--- config.mk ---
export PLATFORM = sky130hd
export DESIGN_NAME = ubg_top
export DESIGN_NICKNAME = d
export VERILOG_FILES = /design/src/pkg/ubg_pkg.sv /design/src/hw/ubg_path_ctl.sv /design/src/hw/ubg_top.sv
export SDC_FILE = /design/constraint.sdc
export NUM_CORES = 1
export LEC_CHECK = 0
export BUFFER_PORTS_ARGS = -buffer_cell sky130_fd_sc_hd__buf_2
export CAP_MARGIN = 20
export CORE_ASPECT_RATIO = 0.75
export CORE_MARGIN = 2
export CORE_UTILIZATION = 44
export CTS_CLUSTER_SIZE = 25
export DETAILED_ROUTE_END_ITERATION = 8
export GPL_ROUTABILITY_DRIVEN = 0
export PLACE_DENSITY_LB_ADDON = 0.25
export SETUP_SLACK_MARGIN = 0.05
export SYNTH_ARGS = -nofsm -noshare
export SYNTH_HDL_FRONTEND = slang
export SYNTH_SLANG_ARGS = --single-unit
--- constraint.sdc ---
create_clock -name ref_clk -period 4.1 [get_ports ref_clk]
set_input_delay 0.205 -clock ref_clk [delete_from_list [all_inputs] [get_ports ref_clk]]
set_output_delay 0.205 -clock ref_clk [all_outputs]
set_load 0.005 [all_outputs]
--- src/pkg/ubg_pkg.sv ---
// constants and types for the baud generator and rx/tx enable control
// assumes one 100 MHz clock and a synchronous active-high reset
package ubg_pkg;
    // ----------------------------------------------------------------
    // clock and divider sizes
    // ----------------------------------------------------------------
    localparam int         CD_W          = 16;
    localparam int         FP_W          = 3;
    localparam int         ETU_W         = 11;
    localparam int         SMP_W         = 5;
    localparam logic [2:0] MCK_DIV_LAST  = 3'h7;
    localparam logic [ETU_W-1:0] ETU_RESET = 11'h174;
    localparam logic [CD_W-1:0]  CD_OFF    = 16'h0000;
    localparam logic [CD_W-1:0]  CD_BYPASS = 16'h0001;
    localparam logic [FP_W-1:0]  FP_NONE   = 3'h0;
    localparam logic [SMP_W-1:0] OVER16_LAST = 5'h0f;
    localparam logic [SMP_W-1:0] OVER8_LAST  = 5'h07;
    localparam logic [SMP_W-1:0] SMP_ZERO    = 5'h00;
    // one less than the least high or low time of the master clock, in cycles
    localparam logic [2:0] SYNC_HALF_MIN = 3'h1;
    localparam logic [2:0] SPI_HALF_MIN  = 3'h2;

    // ----------------------------------------------------------------
    // mode fields
    // ----------------------------------------------------------------
    typedef enum logic [1:0] {
        UBG_SRC_MCK  = 2'h0,
        UBG_SRC_DIV  = 2'h1,
        UBG_SRC_RSVD = 2'h2,
        UBG_SRC_EXT  = 2'h3
    } ubg_src_e;

    typedef enum logic [1:0] {
        UBG_MODE_ASYNC = 2'h0,
        UBG_MODE_SYNC  = 2'h1,
        UBG_MODE_SPI   = 2'h2,
        UBG_MODE_CARD  = 2'h3
    } ubg_mode_e;

    typedef enum logic [2:0] {
        UBG_PATH_IDLE  = 3'b001,
        UBG_PATH_RUN   = 3'b010,
        UBG_PATH_DRAIN = 3'b100
    } ubg_path_e;
endpackage
--- src/hw/ubg_path_ctl.sv ---
// enable / disable / soft-reset control of one serial path (rx or tx)
// assumes command pulses and busy/pending flags on the same clock
module ubg_path_ctl
    import ubg_pkg::*;
(
    // clock and reset
    input  wire logic ref_clk,
    input  wire logic rst,
    // commands
    input  wire logic enable_cmd,
    input  wire logic disable_cmd,
    input  wire logic soft_reset,
    // path activity
    input  wire logic work_pending,
    // state
    output logic      active,
    output logic      path_clear
);
    ubg_path_e state_r;

    // ----------------------------------------------------------------
    // state machine
    // ----------------------------------------------------------------
    always_ff @(posedge ref_clk) begin
        if (rst) begin
            state_r <= UBG_PATH_IDLE;
        end else if (soft_reset) begin
            state_r <= UBG_PATH_IDLE;
        end else begin
            unique case (state_r)
                UBG_PATH_IDLE: begin
                    if (enable_cmd && !disable_cmd) begin
                        state_r <= UBG_PATH_RUN;
                    end
                end
                UBG_PATH_RUN: begin
                    if (disable_cmd) begin
                        state_r <= work_pending ? UBG_PATH_DRAIN : UBG_PATH_IDLE;
                    end
                end
                UBG_PATH_DRAIN: begin
                    // enable during drain cancels the pending stop
                    if (enable_cmd) begin
                        state_r <= UBG_PATH_RUN;
                    end else if (!work_pending) begin
                        state_r <= UBG_PATH_IDLE;
                    end
                end
                default: begin
                    state_r <= UBG_PATH_IDLE;
                end
            endcase
        end
    end

    assign active     = (state_r != UBG_PATH_IDLE);
    assign path_clear = soft_reset;
endmodule

--- src/hw/ubg_top.sv ---
// baud rate generator with rx/tx enable control of a serial port
// assumes one clock ref_clk at 100 MHz; config arrives as plain ports
module ubg_top
    import ubg_pkg::*;
(
    // clock and reset
    input  wire logic               ref_clk,
    input  wire logic               rst,
    // configuration writes
    input  wire logic               baud_divider_register_we,
    input  wire logic [CD_W-1:0]    clock_divisor_in,
    input  wire logic [FP_W-1:0]    fractional_part_in,
    input  wire logic               mode_register_we,
    input  wire logic [1:0]         clock_source_select_in,
    input  wire logic [1:0]         op_mode_in,
    input  wire logic               over_in,
    input  wire logic               clock_output_enable_in,
    input  wire logic               etu_ratio_register_we,
    input  wire logic [ETU_W-1:0]   etu_sample_count_in,
    // control register commands, one-cycle pulses
    input  wire logic               receive_enable_cmd,
    input  wire logic               receive_disable_cmd,
    input  wire logic               receive_soft_reset,
    input  wire logic               transmit_enable_cmd,
    input  wire logic               transmit_disable_cmd,
    input  wire logic               transmit_soft_reset,
    // path activity from the shifters
    input  wire logic               rx_char_busy,
    input  wire logic               tx_char_busy,
    input  wire logic               tx_holding_full,
    input  wire logic               tx_timeguard_busy,
    // serial clock pin
    input  wire logic               sck_in,
    output logic                    sck_out,
    output logic                    sck_oe,
    // clocks and state toward the shifters
    output logic                    sample_tick,
    output logic                    baud_tick,
    output logic                    rx_active,
    output logic                    tx_active,
    output logic                    rx_flush,
    output logic                    tx_flush,
    // configuration readback
    output logic [CD_W-1:0]         clock_divisor_q,
    output logic [FP_W-1:0]         fractional_part_q,
    output logic [ETU_W-1:0]        etu_sample_count_q
);
    // ----------------------------------------------------------------
    // configuration registers
    // ----------------------------------------------------------------
    logic [CD_W-1:0]  cd_r;
    logic [FP_W-1:0]  fp_r;
    logic [ETU_W-1:0] etu_r;
    ubg_src_e         src_r;
    ubg_mode_e        mode_r;
    logic             over_r;
    logic             clock_output_enable_r;

    // writes taken regardless of rx/tx enable untouched by soft resets
    always_ff @(posedge ref_clk) begin
        if (rst) begin
            cd_r <= CD_OFF;
            fp_r <= FP_NONE;
        end else if (baud_divider_register_we) begin
            cd_r <= clock_divisor_in;
            fp_r <= fractional_part_in;
        end
    end

    always_ff @(posedge ref_clk) begin
        if (rst) begin
            src_r  <= UBG_SRC_MCK;
            mode_r <= UBG_MODE_ASYNC;
            over_r <= 1'b0;
            clock_output_enable_r <= 1'b0;
        end else if (mode_register_we) begin
            src_r  <= ubg_src_e'(clock_source_select_in);
            mode_r <= ubg_mode_e'(op_mode_in);
            over_r <= over_in;
            clock_output_enable_r <= clock_output_enable_in;
        end
    end

    always_ff @(posedge ref_clk) begin
        if (rst) begin
            etu_r <= ETU_RESET;
        end else if (etu_ratio_register_we) begin
            etu_r <= etu_sample_count_in;
        end
    end

    always_ff @(posedge ref_clk) begin
        if (rst) begin
            clock_divisor_q    <= CD_OFF;
            fractional_part_q  <= FP_NONE;
            etu_sample_count_q <= ETU_RESET;
        end else begin
            clock_divisor_q    <= cd_r;
            fractional_part_q  <= fp_r;
            etu_sample_count_q <= etu_r;
        end
    end

    // ----------------------------------------------------------------
    // external clock pin synchroniser
    // ----------------------------------------------------------------
    logic sck_s1_r;
    logic sck_s2_r;
    logic sck_s3_r;
    logic sck_lvl_r;

    // level changes once the second and third stages agree
    always_ff @(posedge ref_clk) begin
        if (rst) begin
            sck_s1_r  <= 1'b0;
            sck_s2_r  <= 1'b0;
            sck_s3_r  <= 1'b0;
            sck_lvl_r <= 1'b0;
        end else begin
            sck_s1_r <= sck_in;
            sck_s2_r <= sck_s1_r;
            sck_s3_r <= sck_s2_r;
            if (sck_s2_r == sck_s3_r) begin
                sck_lvl_r <= sck_s3_r;
            end
        end
    end

    logic ext_rise;
    assign ext_rise = sck_s2_r && sck_s3_r && !sck_lvl_r;

    // ----------------------------------------------------------------
    // source select
    // ----------------------------------------------------------------
    logic [2:0] pre_cnt_r;
    logic       div8_tick;
    logic       src_tick;

    always_ff @(posedge ref_clk) begin
        pre_cnt_r <= rst ? 3'h0 : pre_cnt_r + 3'h1;
    end
    assign div8_tick = (pre_cnt_r == MCK_DIV_LAST);

    always_comb begin
        unique case (src_r)
            UBG_SRC_MCK: src_tick = 1'b1;
            UBG_SRC_DIV: src_tick = div8_tick;
            UBG_SRC_EXT: src_tick = ext_rise;
            default:     src_tick = 1'b0;
        endcase
    end

    // ----------------------------------------------------------------
    // fractional divider, counts in eighths of a source period
    // ----------------------------------------------------------------
    logic             frac_on;
    logic             ext_direct;
    logic [CD_W+2:0]  acc_r;
    logic [CD_W+2:0]  period8;
    logic             div_tick;

    // fraction only when nonzero and in async mode
    assign frac_on    = (fp_r != FP_NONE) && (mode_r == UBG_MODE_ASYNC);
    // external pin used directly in sync and spi modes
    assign ext_direct = (mode_r inside {UBG_MODE_SYNC, UBG_MODE_SPI}) && (src_r == UBG_SRC_EXT);
    // period in eighths: 8*cd + fp
    assign period8    = {cd_r, 3'h0} + (frac_on ? {{CD_W{1'b0}}, fp_r} : {(CD_W+3){1'b0}});

    // counts down by 8 per source tick; wraps keep the fractional residue
    always_ff @(posedge ref_clk) begin
        if (rst) begin
            acc_r <= '0;
        end else if (cd_r == CD_OFF || ext_direct) begin
            acc_r <= '0;
        end else if (src_tick) begin
            if (acc_r <= (CD_W+3)'(8)) begin
                acc_r <= acc_r + period8 - (CD_W+3)'(8);
            end else begin
                acc_r <= acc_r - (CD_W+3)'(8);
            end
        end
    end

    // zero stops, one bypasses when no fraction is on
    always_comb begin
        if (cd_r == CD_OFF) begin
            div_tick = 1'b0;
        end else if (ext_direct) begin
            div_tick = ext_rise;
        end else if (cd_r == CD_BYPASS && !frac_on) begin
            div_tick = src_tick;
        end else begin
            div_tick = src_tick && (acc_r <= (CD_W+3)'(8));
        end
    end

    // ----------------------------------------------------------------
    // oversampling and etu dividers
    // ----------------------------------------------------------------
    logic [SMP_W-1:0] smp_cnt_r;
    logic [SMP_W-1:0] smp_last;
    logic [ETU_W-1:0] etu_cnt_r;
    logic             baud_nxt;

    // x8 when over set, else x16
    assign smp_last = over_r ? OVER8_LAST : OVER16_LAST;

    always_ff @(posedge ref_clk) begin
        if (rst || mode_r != UBG_MODE_ASYNC) begin
            smp_cnt_r <= SMP_ZERO;
        end else if (div_tick) begin
            smp_cnt_r <= (smp_cnt_r >= smp_last) ? SMP_ZERO : smp_cnt_r + SMP_W'(1);
        end
    end

    // card bit time: card clock divided by the etu ratio
    always_ff @(posedge ref_clk) begin
        if (rst || mode_r != UBG_MODE_CARD) begin
            etu_cnt_r <= '0;
        end else if (div_tick) begin
            etu_cnt_r <= (etu_cnt_r + ETU_W'(1) >= etu_r) ? '0 : etu_cnt_r + ETU_W'(1);
        end
    end

    // sync/spi: bit clock is the divided clock alone
    always_comb begin
        unique case (mode_r)
            UBG_MODE_ASYNC: baud_nxt = div_tick && (smp_cnt_r >= smp_last);
            UBG_MODE_CARD:  baud_nxt = div_tick && (etu_cnt_r + ETU_W'(1) >= etu_r) && (etu_r != '0);
            default:        baud_nxt = div_tick;
        endcase
    end

    always_ff @(posedge ref_clk) begin
        if (rst) begin
            sample_tick <= 1'b0;
            baud_tick   <= 1'b0;
        end else begin
            sample_tick <= div_tick;
            baud_tick   <= baud_nxt;
        end
    end

    // ----------------------------------------------------------------
    // serial clock output, 50:50 square wave for even cd and no fraction
    // ----------------------------------------------------------------
    logic [CD_W-1:0] half_cnt_r;
    logic [CD_W-1:0] half_len;
    logic [2:0]      hold_r;
    logic [2:0]      hold_min;
    logic            sck_r;
    logic            master;

    assign master   = clock_output_enable_r && !ext_direct && (cd_r != CD_OFF);
    // master rx limits clock: mck/4 serial, mck/6 spi
    assign hold_min = (mode_r == UBG_MODE_SPI) ? SPI_HALF_MIN : SYNC_HALF_MIN;
    // odd cd: low half (cd+1)/2, high half cd/2
    assign half_len = sck_r ? (cd_r >> 1) : (cd_r >> 1) + CD_W'(cd_r[0]);

    always_ff @(posedge ref_clk) begin
        if (rst || !master) begin
            sck_r      <= 1'b0;
            half_cnt_r <= '0;
            hold_r     <= 3'h0;
        end else if (src_r == UBG_SRC_MCK && mode_r != UBG_MODE_ASYNC) begin
            // mck source: half periods counted in mck cycles
            if (hold_r != 3'h7) begin
                hold_r <= hold_r + 3'h1;
            end
            if (half_cnt_r + CD_W'(1) >= half_len && hold_r >= hold_min) begin
                sck_r      <= ~sck_r;
                half_cnt_r <= '0;
                hold_r     <= 3'h0;
            end else begin
                half_cnt_r <= half_cnt_r + CD_W'(1);
            end
        end else if (sample_tick) begin
            // divided or external source, or async mode: toggle per tick, each half one sample_tick period
            sck_r <= ~sck_r;
        end
    end

    always_ff @(posedge ref_clk) begin
        sck_out <= !rst && sck_r;
        sck_oe  <= !rst && master;
    end

    // ----------------------------------------------------------------
    // receiver and transmitter control
    // ----------------------------------------------------------------
    logic rx_act;
    logic tx_act;
    logic rx_clr;
    logic tx_clr;
    logic tx_pending;

    // tx drains shifter, holding register and timeguard
    assign tx_pending = tx_char_busy || tx_holding_full || tx_timeguard_busy;

    // independent paths, enable together or alone
    // rx drains the current character disabled from reset
    ubg_path_ctl u_rx_ctl (
        .ref_clk      (ref_clk),
        .rst          (rst),
        .enable_cmd   (receive_enable_cmd),
        .disable_cmd  (receive_disable_cmd),
        .soft_reset   (receive_soft_reset),
        .work_pending (rx_char_busy),
        .active       (rx_act),
        .path_clear   (rx_clr)
    );

    // disabled from reset
    ubg_path_ctl u_tx_ctl (
        .ref_clk      (ref_clk),
        .rst          (rst),
        .enable_cmd   (transmit_enable_cmd),
        .disable_cmd  (transmit_disable_cmd),
        .soft_reset   (transmit_soft_reset),
        .work_pending (tx_pending),
        .active       (tx_act),
        .path_clear   (tx_clr)
    );

    // soft reset aborts at once and flushes flags
    always_ff @(posedge ref_clk) begin
        if (rst) begin
            rx_active <= 1'b0;
            tx_active <= 1'b0;
            rx_flush  <= 1'b0;
            tx_flush  <= 1'b0;
        end else begin
            rx_active <= rx_act && !receive_soft_reset;
            tx_active <= tx_act && !transmit_soft_reset;
            rx_flush  <= rx_clr;
            tx_flush  <= tx_clr;
        end
    end
endmodule

==> Word-level counts from Yosys, hierarchy flattened <==
Index checks and enable logic that the tools add are counted.
{ "totals": {"in_bits": 52, "register_bits": 142} }
{ "classes": {"n_addsub": 10, "reduce_logical": 51, "mux": 30, "eq_ne": 25, "bitwise": 1, "n_lt_le_gt_ge": 5} }
{ "op_table": {"columns": ["operator", "n"], "rows": [
  ["2-to-1 mux 3 bit", 13],
  ["subtractor 19 x 4 -> 19 bit (second input constant)", 2],
  ["2-to-1 mux 16 bit", 2],
  ["adder 19 bit", 1],
  ["adder 19 x 3 -> 19 bit", 1],
  ["<= comparator 19 x 4 -> 1 bit (second input constant)", 1],
  ["logical AND 1 bit", 19],
  ["2-to-1 mux 19 bit", 1],
  ["case mux 3 bit (3 select lines)", 2],
  ["adder 15 x 1 -> 16 bit", 1],
  ["adder 16 x 1 -> 16 bit (second input constant)", 1],
  ["equality test 16 x 1 -> 1 bit (second input constant)", 1],
  ["greater-or-equal comparator 16 bit", 1],
  ["logical NOT 16 bit", 1],
  ["nonzero test 16 bit", 1],
  ["adder 11 x 1 -> 11 bit (second input constant)", 1],
  ["greater-or-equal comparator 11 bit", 1],
  ["2-to-1 mux 11 bit", 1],
  ["nonzero test 11 bit", 1],
  ["equality test 3 bit (second input constant)", 3],
  ["logical NOT 1 bit", 9],
  ["inequality test 3 bit (second input constant)", 3],
  ["nonzero test 2 bit", 4],
  ["adder 3 x 1 -> 3 bit (second input constant)", 2],
  ["24 further kinds", 49]
]} }

==> Logic depth before layout (Yosys ltp) <==
{ "depth": {"depth_word": 10, "ltp_mapped": 17} }

==> Hierarchy <==
Synthesis repeated with hierarchy kept, for this count alone.
{ "hier_totals": {"cells_unflattened": 1007, "area_unflattened_um2": 8378.0} }
{ "modules_own_cells": {"columns": ["mod", "area_each_um2", "n_inst", "cells_each", "seq_area_each_um2"], "rows": [
  ["ubg_top", 7927.6, 1, 951, 2722.6],
  ["ubg_path_ctl", 225.2, 2, 28, 60.1]
]} }

==> Least setup slack after synthesis <==
No wires, ideal clock.
{ "synth_path": {"path_kind": "register -> register", "startpoint": "register half_cnt_r[0]", "endpoint": "register sck_r", "path_buffers": 2, "setup_slack_ns": 0.842, "period_less_slack_ns": 3.258, "t_arrival_ns": 3.187, "path_stages_with_launch": 17, "path_cell_list": "dfxtp_1 -> ha_1 -> and3_1 -> and3_1 -> clkbuf_1 -> and2_1 -> nand4_1 -> xnor2_1 -> ha_1 -> a21o_1 -> a21oi_1 -> o211ai_1 -> a21oi_1 -> nor2_1 -> clkbuf_1 -> mux2i_1 -> mux2i_1"} }
{ "synth_via": {"elab_chain_len": 5} }
{ "synth_lines": {"columns": ["item", "line", "text"], "rows": [
  ["start, declared", "ubg_top.sv:247", "logic [CD_W-1:0] half_cnt_r;"],
  ["start signal, assigned", "ubg_top.sv:275", "half_cnt_r <= half_cnt_r + CD_W'(1);"],
  ["adder 16 x 1 -> 16 bit", "ubg_top.sv:270", "if (half_cnt_r + CD_W'(1) >= half_len && hold_r >= hold_min) begin"],
  ["greater-or-equal comparator 16 bit", "ubg_top.sv:270", null],
  ["logical AND 1 bit", "ubg_top.sv:270", null],
  ["inequality test 2 x 1 -> 1 bit (no line)", null, null],
  ["AND reduction 2 bit (no line)", null, null],
  ["end signal, assigned", "ubg_top.sv:271", "sck_r <= ~sck_r;"],
  ["end signal, assigned", "ubg_top.sv:279", "sck_r <= ~sck_r;"],
  ["end, declared", "ubg_top.sv:251", "logic sck_r;"]
]} }
Every way passes these cells.
A chain may end at the register's enable or synchronous reset.

==> Worst setup path in the final report <==
{ "layout_path": {"startpoint": "register cd_r[0]", "endpoint": "register hold_r[0]"} }
{ "layout_via": {"elab_chain_len": 6, "word_cells_on_any_way": 11, "classes_between": "1 x add/sub; 1 x order compare; 2 x mux; 7 x reduce/logical"} }
{ "layout_lines": {"columns": ["item", "line", "text"], "rows": [
  ["start, declared", "ubg_top.sv:51", "logic [CD_W-1:0] cd_r;"],
  ["start signal, assigned", "ubg_top.sv:65", "cd_r <= clock_divisor_in;"],
  ["adder 15 x 1 -> 16 bit", "ubg_top.sv:258", "assign half_len = sck_r ? (cd_r >> 1) : (cd_r >> 1) + CD_W'(cd_r[0]);"],
  ["2-to-1 mux 16 bit", "ubg_top.sv:258", null],
  ["greater-or-equal comparator 16 bit", "ubg_top.sv:270", null],
  ["logical AND 1 bit", "ubg_top.sv:270", null],
  ["nonzero test 2 bit (no line)", null, null],
  ["AND reduction 2 bit (no line)", null, null],
  ["end signal, assigned", "ubg_top.sv:268", "hold_r <= hold_r + 3'h1;"],
  ["end, declared", "ubg_top.sv:249", "logic [2:0] hold_r;"]
]} }
Parallel ways exist; a longest one is shown, timed or not.

==> summary.txt <==
Status
  • Status: finished clean

Setup path
  • Reg-to-Reg Start: cd_r[0]
  • Largest stage delay, worst path: 390 ps
  • Crit-path slowest cell: nor3_1
  • Crit path capture type: flip-flop
  • CP Data Required Time: roughly 4400 ps
  • Crit path launch type: flip-flop
  • Worst R2R End: hold_r[0]
  • Most common cell on crit path: nand2_1
  • Critical setup path kind: reg2reg
  • Worst EP arrival: 3910 ps
  • Reg2reg path depth: 15
  • Worst path cell trace: ha_1, ha_1, nand2_1, nor3_1, nand2_1, nor2_1, nand2_1, xor2_1, ha_1, nand2_1, o21a_1, a22o_1, nor2_2, o21ai_0, mux2_2
  • Worst-path maximum fanout: 9
  • Flop-to-flop setup slack: 510 ps

Routing
  • Routed wire per std cell: 14.8 um
  • Pre-antenna DRT Iters: 5
  • Drt total wl: 19800 um
  • Vias per cell: a little over 5
  • Drc violations: 0
  • First DRT Iteration DRCs: 475
  • Antenna viol nets, final: 0
  • Vias: 6959

Place
  • Port Buffers: 89
  • Hpwl dp: roughly 15000 um
  • Dpl ws: 306 ps
  • Cells after DPL: around 1300

Timing
  • Clock Skews: 8.94 ps
  • Worst slew margin: 0.375
  • Final Max Slew Viols: 0
  • Final Setup Violations: 0
  • Final worst setup slack: between 500 and 600 ps
  • Max Freq: 0.279 GHz
  • Final hold viol count: 0
  • Unrepaired setup endpoints after global routing: false
  • Min Hold Slack: about 13 ps
  • Slew @ Worst Pin: 934 ps
  • Crit path time final: 3590 ps
  • Tcrit/Tclk final: 0.876
  • Total negative slack: 0 ps

Die
  • Core Rows: 43
  • Die W: 161 um
  • Starting density of the core: 0.445
  • Floorplan core area: 18300 sq um
  • # IOs: 90
  • Die Y: between 100 and 150 um
  • Die ar.: ~20000 sq um

Power
  • P_leak: 4.31 nW
  • Peak supply drop: 253 uV
  • PD cells: about 570 nW/um^2

Worst hold path
  • Worst hold path depth: 3
  • Worst Hold End: etu_r[1]
  • Path category of the worst min-delay check: in2reg
  • Worst Min Path Start: etu_sample_count_in[1]

Synth
  • Seq/Total Area, Yosys: 0.348
  • Post-Synth Adder-Cell Area: 0.127
  • Leading area contributor after synthesis: dfxtp_1
  • Async S/R FF share, synth: 0
  • Largest family of logic cells by synthesized area: simple AND/OR/NAND/NOR gates
  • Mux share of post-synthesis cell area: 0.0495
  • Xor and xnor area share after synthesis: 0.0558
  • Netlist Area Pre-Place: 8160 sq um
  • Compound-gate portion of the synthesized area: 0.150
  • Top post-synthesis cells by area: dfxtp_1, ha_1, nor2_1
  • Post-Synthesis Cells: 989
  • Synth warn: 0
  • Top FF cell, synth: dfxtp_1
  • Synth Register Bits: between 100 and 150
  • Post-synth EDFFs: 0
  • Post-synth top area share: 0.348
  • Mean Syn Cell Area: 8.25 sq um
  • Post-synthesis cell type count: 57
  • Post-Syn Nets: 1123
  • Simple-Gate Fraction of Synth Area: 0.211

Clocking
  • Clock tree buffer depth: 2
  • Num CTS Buffers: 17
  • CTS tree: built
  • Worst-Skew Late Latency: 430 ps
  • Clock Pin Slew Worst Setup and Hold Paths: approximately 60 ps
  • Clock Sinks: 142
  • Clock root buffer: clkbuf_16
  • H-tree Lvls: 4

Flow run
  • Max-cap violations: 0

GRT
  • Total track usage: 0.212
  • First-pass GRT wire length: between 30000 and 40000 um
  • Aggregate global routing overflow: 0
  • Largest net degree at the start of global routing: 77
  • Vias in the first global route: 6453
  • Initial antenna violation count: 1

Layout
  • Share of layout cells above drive strength 1: 0.125
  • Synth-to-layout area growth: 16.9%
  • Register area: between 2000 and 3000 sq um
  • Most frequent cells in the layout: dfxtp_1, nor2_1, inv_1, buf_2, nand2_1
  • Fillers: about 1700
  • Net count reported at finish: 1214
  • Commonest non-fill, non-tap cell in the layout: dfxtp_1
  • Finished Layout Cells: 1342
  • Multi-input gate area in the final layout: 4840 sq um
## worst max path at each step
stage	start	end	slack [ps]	depth (start not counted)
global placement	cd_r[0]	half_cnt_r[15]	470	15
floorplan	half_cnt_r[0]	sck_r	840	16
global route	cd_r[0]	hold_r[0]	160	15
detailed placement	cd_r[0]	half_cnt_r[15]	310	15
finish	cd_r[0]	hold_r[0]	510	15
CTS	cd_r[0]	half_cnt_r[15]	300	15
## metrics by stage
stage,power [W],util,area [sq um]
2_1_floorplan,0.00336,-,8160
3_3_place_gp,0.00386,0.481,8830
3_5_place_dp,0.00388,0.481,8830
4_1_cts,0.00548,0.519,9530
5_1_grt,0.00588,0.520,9530
6_report,0.00546,0.520,9540
## synth_stat cells, types with 4 or more instances
cell type / instances
xor2_1: 19
a21oi_1: 56
a31oi_1: 10
clkbuf_1: 27
ha_1: 81
o211ai_1: 16
o21a_1: 6
and3_1: 12
nand4_1: 13
nor4_1: 14
nand3_1: 28
nor2_1: 110
nand2_1: 83
nand2b_1: 14
a22oi_1: 5
and2_1: 9
a21o_1: 8
dfxtp_1: 142
xnor2_1: 33
mux2i_1: 37
o31ai_1: 7
a211oi_1: 9
nor3_1: 26
or3_1: 8
a22o_1: 10
inv_1: 90
nor2b_1: 25
buf_1: 6
o21ai_0: 42
o21bai_1: 4
## metal layers
layer,track usage,vias to the layer above,part of all wire
met3,0.0483,17,0.048
met4,0.0536,0,0.0090
met5,0,-,0
met2,0.326,141,0.43
li1,-,3616,-
met1,0.301,3185,0.52
## sequential cells by signal, indices dropped and copies added, names as in the netlist, 3 cells and up
register / cells
acc_r: 19
cd_r: 16
clock_divisor_q: 16
half_cnt_r: 16
etu_cnt_r: 11
etu_r: 11
etu_sample_count_q: 11
smp_cnt_r: 5
fp_r: 3
fractional_part_q: 3
hold_r: 3
pre_cnt_r: 3
u_rx_ctl.state_r: 3
u_tx_ctl.state_r: 3
## cell families (layout without fill, tap and decap cells)
kind of cell | after synthesis | after routing
AND/OR/NAND/NOR | 355 | 355
AO/OA/AOI/OAI | 193 | 193
flip-flops | 142 | 142
buffers and inverters | 125 | 229
adder cells (fa/ha/maj) | 82 | 82
XOR/XNOR | 52 | 52
multiplexers | 40 | 40
other | 0 | 2
## worst max-delay path, delay by kind of cell, from the launching register on
family | cells | cell delay [ps]
AND/OR/NAND/NOR | 7 | 1220
flip-flops | 1 | 380
adder cells (fa/ha/maj) | 3 | 700
XOR/XNOR | 1 | 150
AO/OA/AOI/OAI | 3 | 720
multiplexers | 1 | 300
## timing repair
| action | 4_1_cts | 5_1_grt |
|---|---|---|
| gates resized for setup | 0 | 2 |
| hold buffers | 10 | 0 |
| endpoints found under the hold margin | 13 | 0 |
| setup buffers | 0 | 0 |
| endpoints found under the setup margin | 0 | 11 |
## layout make-up
type / instances / share of cell area
multi-input cells: 722 / 0.508
flip-flops and latches: 142 / 0.298
repair buffers: 106 / 0.0627
clock buffers: 21 / 0.0483
inverters: 91 / 0.0358
well taps: 247 / 0.0324
clock inverters: 11 / 0.0140
diodes: 2 / 0.000525
## power by group
part | internal, W | switching (W) | leakage (nW)
registers | 0.00151 | 0.000122 | 1.16
clock network | 0.000935 | 0.000639 | 0.282
logic | 0.000913 | 0.00135 | 2.87
Power figures use the tool's default switching activity.
